<file path="src/pkg/stagc_regs.svh">
// Command codes, phase selector, answer lengths and reset values of the status command block.
// Assumes a PMBus transaction engine outside that decodes command codes.
`ifndef STAGC_REGS_SVH
`define STAGC_REGS_SVH

// Command codes answered by this block.
`define STAGC_CMD_SNAPSHOT 8'hDB
`define STAGC_CMD_PHASE_SUM 8'hDC
`define STAGC_CMD_PG_SETUP 8'hE3

// Phase selector value that means every phase at once.
`define STAGC_PHASE_ALL 8'hFF

// Answer lengths in bytes.
`define STAGC_SNAP_BYTES 3'h7
`define STAGC_WORD_BYTES 3'h2

// Reset values; the power-good word is normally loaded from storage.
`define STAGC_PG_RESET 16'h0000
`define STAGC_PH_RESET 4'h0

`endif

</file>
<file path="src/pkg/stagc_pkg.sv">
// Types shared by the status command block.
// Assumes the constants header is included by the design module itself.
package stagc_pkg;

    // Answer state, one-hot.
    typedef enum logic [1:0] {
        ST_IDLE  = 2'b01,
        ST_REPLY = 2'b10
    } stagc_state_t;

    // Complete state of the block.
    typedef struct packed {
        stagc_state_t state;
        logic [55:0] rsp_data;
        logic [2:0] rsp_bytes;
        logic rsp_valid;
        logic ivc_set;
        logic [3:0] ph_latch;
        logic [15:0] pg_setup;
    } stagc_reg_t;

endpackage

</file>
<file path="src/rtl/stagc_status_cmds.sv">
// Status snapshot, phase fault summary and power-good setup commands.
// Assumes a PMBus engine on the same clock hands over decoded requests
// and takes answers back; status bytes arrive from same-clock logic.
//
// Notes on behaviour
// - Command DBh answers a seven-byte block read.
// - Snapshot bytes: manufacturer high down to output-voltage low.
// - Writing read-only command flags invalid command.
// - Snapshot write never clears any status bit.
// - All-phase select returns per-phase fault mask.
// - Single phase: bit zero shows any status.
// - Unused phases in the all-phase mask and bits fifteen-four read zero.
// - Bits three to zero map phases three-zero.
// - DCh takes word writes and reads, live.
// - Power-good word writable only with conversion off.
`include "stagc_regs.svh"

module stagc_status_cmds
    import stagc_pkg::*;
(
    input wire logic clk, // 40 MHz system clock.
    input wire logic rst_b, // Asynchronous reset, active low.
    input wire logic req_valid, // One-cycle request strobe.
    input wire logic req_write, // High for a write, low for a read.
    input wire logic [7:0] req_code, // Command code of the request.
    input wire logic [15:0] req_wdata, // Write word of the request.
    input wire logic [7:0] phase_sel, // Current phase selector.
    input wire logic conv_enable, // High while conversion is enabled.
    input wire logic [3:0] phase_used, // Phases assigned and enabled.
    input wire logic [3:0] phase_fault, // Fault events per phase.
    input wire logic [7:0] stat_mfr, // Manufacturer status byte.
    input wire logic [7:0] stat_other, // Other status byte.
    input wire logic [7:0] stat_cml, // Communication status byte.
    input wire logic [7:0] stat_temp, // Temperature status byte.
    input wire logic [7:0] stat_input, // Input status byte.
    input wire logic [7:0] stat_iout, // Output current status byte.
    input wire logic [7:0] stat_vout, // Output voltage status byte.
    output logic rsp_valid, // One-cycle read answer strobe.
    output logic [55:0] rsp_data, // Answer data, low byte first on wire.
    output logic [2:0] rsp_bytes, // Answer length in bytes.
    output logic ivc_set, // Pulse: set invalid-command flags.
    output logic [15:0] pg_setup // Power-good setup word.
);

    ////////////////////////////////////////////////////////////////////////
    // State registers and combinational helpers.

    stagc_reg_t r; // Present state.
    stagc_reg_t next_r; // Next state.
    logic take; // A request is accepted this cycle.
    logic any_status; // The active phase reports some status bit.
    logic [3:0] ph_clear; // Fault flags that the host clears.

    // Requests are taken only in idle, so an answer is never overrun.
    // Limitation: a request in the answer cycle is dropped without trace,
    // so the engine must leave one idle cycle after every read.
    assign take = req_valid && (r.state == ST_IDLE);
    assign any_status = |{stat_mfr, stat_other, stat_cml, stat_temp,
                          stat_input, stat_iout, stat_vout};

    ////////////////////////////////////////////////////////////////////////
    // Next-state logic.

    // One pass decides the answer and every register update.
    always_comb begin
        next_r = r;
        next_r.rsp_valid = 1'b0;
        next_r.ivc_set = 1'b0;
        next_r.state = ST_IDLE;
        ph_clear = 4'h0;
        if (take && req_write && req_code == `STAGC_CMD_PHASE_SUM) begin
            ph_clear = req_wdata[3:0];
        end
        // A fault arriving with its clear survives the clear.
        next_r.ph_latch = (r.ph_latch & ~ph_clear) | phase_fault;
        if (take) begin
            unique case (req_code)
                `STAGC_CMD_SNAPSHOT: begin
                    if (req_write) begin
                        // Read-only: flag it, touch no status bit.
                        next_r.ivc_set = 1'b1;
                    end else begin
                        // Whole snapshot taken at the same edge.
                        next_r.rsp_data = {stat_mfr, stat_other,
                                           stat_cml, stat_temp,
                                           stat_input, stat_iout,
                                           stat_vout};
                        next_r.rsp_bytes = `STAGC_SNAP_BYTES;
                        next_r.rsp_valid = 1'b1;
                        next_r.state = ST_REPLY;
                    end
                end
                `STAGC_CMD_PHASE_SUM: begin
                    if (!req_write) begin
                        next_r.rsp_data = 56'h0;
                        if (phase_sel == `STAGC_PHASE_ALL) begin
                            // Unused phases masked to zero.
                            next_r.rsp_data[3:0] = r.ph_latch
                                & phase_used;
                        end else begin
                            next_r.rsp_data[0] = any_status;
                        end
                        next_r.rsp_bytes = `STAGC_WORD_BYTES;
                        next_r.rsp_valid = 1'b1;
                        next_r.state = ST_REPLY;
                    end
                end
                `STAGC_CMD_PG_SETUP: begin
                    if (req_write) begin
                        if (conv_enable) begin
                            // Read-only while converting.
                            next_r.ivc_set = 1'b1;
                        end else begin
                            next_r.pg_setup = req_wdata;
                        end
                    end else begin
                        next_r.rsp_data = {40'h0, r.pg_setup};
                        next_r.rsp_bytes = `STAGC_WORD_BYTES;
                        next_r.rsp_valid = 1'b1;
                        next_r.state = ST_REPLY;
                    end
                end
                default: begin
                    // Other codes belong to other blocks.
                    next_r.state = ST_IDLE;
                end
            endcase
        end
    end

    // State register; reset gives idle and the header reset values.
    always_ff @(posedge clk or negedge rst_b) begin
        if (!rst_b) begin
            r <= '{state: ST_IDLE, rsp_data: 56'h0, rsp_bytes: 3'h0,
                   rsp_valid: 1'b0, ivc_set: 1'b0,
                   ph_latch: `STAGC_PH_RESET, pg_setup: `STAGC_PG_RESET};
        end else begin
            r <= next_r;
        end
    end

    assign rsp_valid = r.rsp_valid;
    assign rsp_data = r.rsp_data;
    assign rsp_bytes = r.rsp_bytes;
    assign ivc_set = r.ivc_set;
    assign pg_setup = r.pg_setup;

    logic rd_snap; // Snapshot read taken.
    logic wr_snap; // Snapshot write taken.
    logic rd_sum; // Summary read taken.
    assign rd_snap = take && !req_write && req_code == `STAGC_CMD_SNAPSHOT;
    assign wr_snap = take && req_write && req_code == `STAGC_CMD_SNAPSHOT;
    assign rd_sum = take && !req_write && req_code == `STAGC_CMD_PHASE_SUM;
endmodule

</file>
<file path="config.mk">
export PLATFORM = sky130hd
export DESIGN_NAME = stagc_status_cmds
export DESIGN_NICKNAME = d
export VERILOG_FILES = /design/src/pkg/stagc_pkg.sv /design/src/rtl/stagc_status_cmds.sv
export VERILOG_INCLUDE_DIRS = /design/src /design/src/pkg
export SDC_FILE = /design/constraint.sdc
export NUM_CORES = 1
export LEC_CHECK = 0
export ABC_AREA = 1
export BUFFER_PORTS_ARGS = -buffer_cell sky130_fd_sc_hd__buf_2
export CORE_UTILIZATION = 48
export CTS_CLUSTER_SIZE = 14
export DETAILED_ROUTE_END_ITERATION = 6
export HOLD_SLACK_MARGIN = 0.02
export PLACE_DENSITY = 0.87
export SLEW_MARGIN = 20
export SYNTH_ARGS = -nofsm -noshare
export SYNTH_HDL_FRONTEND = slang
export SYNTH_SLANG_ARGS = --single-unit
export TNS_END_PERCENT = 100
</file>
<file path="constraint.sdc">
create_clock -name clk -period 2.24 [get_ports clk]
set_clock_uncertainty 0.1 [all_clocks]
set_input_delay 0.112 -clock clk [delete_from_list [all_inputs] [get_ports clk]]
set_output_delay 0.112 -clock clk [all_outputs]
set_load 0.05 [all_outputs]
</file>
## After elaboration in Yosys (flattened, before gate mapping)

Cells that the tools add are included.
W data, S select, Z words.

- Register bits after elaboration: 83
- Bits in latches: 0
- Bits in writable memories: 0
- Bits in read-only memories: 0
- Bits of input ports: 101
- Output and inout port bits: 77
- Word-level logic and storage cells: 40
- Memories: 0

- $add $sub $neg: 0
- Multipliers: 0
- Divide/modulo/power cells: 0
- $lt $le $gt $ge: 0
- Equality and inequality tests: 8
- Shift operators: 0
- Multiplexer cells: 13
- Bitwise operators: 5
- Reductions and logical operators: 7

Operators with widths:

| operator | count |
|---|---|
| $mux W62 | 3 |
| $pmux W60 S3 | 1 |
| $mux W63 | 1 |
| $reduce_or A56 Y1 | 1 |
| $eq A8 B8 Y1 const B | 4 |
| $and A4 B4 Y4 | 2 |
| $ne A2 B2 Y1 const B | 3 |
| $pmux W2 S3 | 1 |
| $reduce_and A5 Y1 | 1 |
| $mux W1 | 4 |
| $mux W4 | 1 |
| $not A4 Y4 | 1 |
| $or A4 B4 Y4 | 1 |
| $reduce_and A4 Y1 | 1 |
| $logic_and A1 B1 Y1 | 3 |
| $mux W3 | 1 |
| $reduce_bool A3 Y1 | 1 |
| $eq A2 B1 Y1 const B | 1 |
| $pmux W1 S2 | 1 |
| $not A1 Y1 | 1 |

## Depth between registers and ports, before layout

- Word-level depth: 8
- Gate-level depth with buffers: 10
- Mapped depth without buffers: 9

## Worst setup path after synthesis

OpenSTA, ideal clock, no wires.

- Path kind: register to register
- Start: register rsp_valid (netlist name)
- End: register r, in the netlist rsp_data[52]
- Setup time: 0.121 ns
- Arrival: 1.453 ns
- Path slack: 0.566 ns
- Cell stages (with the launch flop): 8
- Buffers on the path: 2
- Clock period less this slack: 1.674 ns
- Path through: dfrtp_1 > nor2_1 > nand2_1 > nor2_1 > nand2_2 > buf_6 > buf_6 > a22o_1

RTL lines:

| item | RTL line | RTL |
|---|---|---|
| end signal: assignment | stagc_status_cmds.sv:134 | `r <= '{state: ST_IDLE, rsp_data: 56'h0, rsp_bytes: 3'h0,` |
| end signal: assignment | stagc_status_cmds.sv:138 | `r <= next_r;` |
| end: declaration | stagc_status_cmds.sv:48 | `stagc_reg_t r;` |

==> results.ini <==
[status]
run_status = completed

[sta]
finalSetupViolations = 0
min_period_over_period_pct = 96.9
hold_viol = 0
tns_ns = 0
period_needed_ns = 2.17
slew_headroom_pct = 52.9
worst_pin_slew_ns = 0.706
clock.fmax_mhz = 461
maxSlewViolCount = 0
hold_ws_ns = 0.0368

[logic_synthesis]
synth_cell_types = 20
synth_seq_area_share_pct = 49.1
avgSynthCellArea_um2 = 8.73
syn_area_um2 = 4130
ys_warn_count = 0
ys_ff_latch = 81
syn_inst = 473
synth_fp_nets = 574

[critical_path]
worstPathArrival_ns = 2.29
slowest_stage = dlygate4sd3_1
cp_slowest_stage_delay_ns = 0.56
startpoint_type = register
cp_common_cell = inv_1
cp-end-kind = register
reg2regPathDepth = 8
cp_cell_sequence = inv_1 > nor2_1 > nand3_2 > inv_1 > nand4_1 > o21ai_1 > nand2_1 > dlygate4sd3_1
setup.worst_path.class = reg -> reg
r2r-start = r[81]
crit_path_max_fanout = 4
worstPathRequired_ns = 2.37
crit_path_start = r[81]

[clock_network]
cts_tree = yes
cts_sinks = 81
insertion_delay_ns = 0.34
clockBufferDepth = 2
cts_root_buffer = clkbuf_8
path_clk_slew_ns = 0.08
cts_max_level = 3
cts_buffers = 9
post_cts.repair.setup_buffers = 0

[die]
die_y_um = 94.8
io_pins = 178
dieArea_um2 = 8980
die_w_um = 94.8
initial_core_util_pct = 50.0
core_area_um2 = 8260
rows = 33

[finish]
diodes = 0
area_growth_pct = 34.4
nets = 755
num-fill-cells = 629
multi_input_area_um2 = 1350
fin_cells = 764
drive_gt1_share_pct = 31.7
final-seq-area_um2 = 2030

[pwr]
p_switching_mw = 0.825
power.internal_mw = 2.28
power_frac_seq_pct = 48.7
powerDensity_nw_per_um2 = 560
p_comb_share_pct = 15.7
clkPwrFrac_pct = 35.6
power_leakage_nw = 3.12
p_sw_share_pct = 26.5
ir_drop_v = 0.000311

[place]
detailed_place_hpwl_um = 7600
place_inst = 669
gp_congestion = 0.894
io_buffers = 177

[job]
cap_violations = 0

[route]
vias = 3896
wirelength_um = 11500
firstDrtPassIters = 5
viasPerCell = 5.10
drc = 0
drt.antenna.violating_nets = 0
drt_iter0_drc = 136
wire_per_inst_um = 15.1

[grt]
use_met3_pct = 5.39
grt_overflow = 0
met1_usage_pct = 30.1
grt_start_max_net_pins = 82
globalRoute.busiestLayer = met2
grt_pass1_vias = 3760
grt_pass1_wl_um = 17600
grtUsageMet2_pct = 45.5
track_usage_pct = 25.9
grt_antenna_before_repair = 0

[min_path]
min_from = stat_vout[3]
hold_class = in -> reg
whs_path_depth = 5

[metal layers]
layer / vias up / wire length, um
met2: 202 / 5730
met1: 1828 / 4640
met3: 36 / 808
met5: - / 0
li1: 1830 / -
met4: 0 / 357
[kinds of logic after synthesis]
group,synth area share [%]
flops,49.1
simple gates,22.8
buf+inv,18.3
compound gates,9.82
[cell usage after synthesis]
| master | n | share of area, % |
|---|---|---|
| nor2_1 | 53 | 4.8 |
| inv_2 | 2 | 0.18 |
| nand3_2 | 1 | 0.24 |
| nor2_2 | 1 | 0.15 |
| nand2_2 | 2 | 0.30 |
| or2_2 | 1 | 0.15 |
| buf_2 | 12 | 1.5 |
| buf_4 | 77 | 14 |
| dfrtp_1 | 80 | 48 |
| inv_1 | 20 | 1.8 |
| nand4_1 | 3 | 0.45 |
| nor2_4 | 1 | 0.27 |
| a21oi_1 | 3 | 0.36 |
| nand2_1 | 124 | 11 |
| dfstp_2 | 1 | 0.64 |
| buf_6 | 3 | 0.82 |
| nand3_1 | 38 | 4.6 |
| nand3b_1 | 3 | 0.55 |
| o21ai_0 | 8 | 0.97 |
| a22o_1 | 40 | 8.5 |
[cell type report]
cell class / instances / area share [%]
inverter: 22 / 1.49
sequential: 81 / 36.6
tap: 105 / 2.37
clock buffer: 11 / 2.73
clock inverter: 5 / 1.13
timing repair buffer: 262 / 31.4
multi-input combinational: 278 / 24.4
[registers in the layout, summed over array words and instances, names as in the netlist]
register	count
ivc_set	1
pg_setup	16
r	5
rsp_bytes	2
rsp_data	56
rsp_valid	1
[cell usage in the layout, fill, tap and decap left out, drive strengths merged]
cell	instances
buf	183
nand2	126
dfrtp	80
dlygate4sd3	79
nor2	55
a22o	40
nand3	39
inv	23
clkbuf	11
o21ai	8
a21oi	3
nand4	3
nand3b	3
clkinvlp	2
or2	1
bufinv	1
clkinv	1
dfstp	1
[timing repair]
item,4_1_cts,5_1_grt
hold endpoints to repair,153,0
hold buffers,79,0
gates resized for setup,0,4
endpoints found under the setup margin,0,3
[per-stage QoR]
stage                     worst slack (ns)  power (mW)  util [%]  cell area, um2
after floorplan                      0.566        1.78         -            4130
after global placement               0.513        1.91      54.9            4540
after detailed placement             0.441        1.92      54.9            4540
after CTS                            0.187        3.12      67.1            5540
after global routing                -0.106        3.24      67.2            5550
final                               0.0702        3.11      67.2            5550
[critical path: cells and delay by family, from the launching register on]
family / cells / cell delay [ns]
flops: 1 / 0.52
compound gates: 1 / 0.23
buf+inv: 3 / 0.67
simple gates: 4 / 0.54
[power by group through the flow]
stage	Sequential [mW]	Clock, mW	Combinational, mW
after floorplan	1.54	0	0.244
after global placement	1.54	0	0.372
after detailed placement	1.54	0	0.380
after CTS	1.51	1.12	0.480
after global routing	1.52	1.20	0.523
final	1.52	1.11	0.488
[path summary, 6_finish.rpt]
path                       slack [ns]           end
setup / recovery                 0.07         r[16]
hold / removal                   0.04   rsp_data[3]
setup reg to reg                 0.07         r[16]
hold reg to reg                  0.40  rsp_data[45]
max in group asynchronous        1.28   rsp_data[4]
min in group asynchronous        0.27  rsp_data[20]
Power figures use the tool's default switching activity.
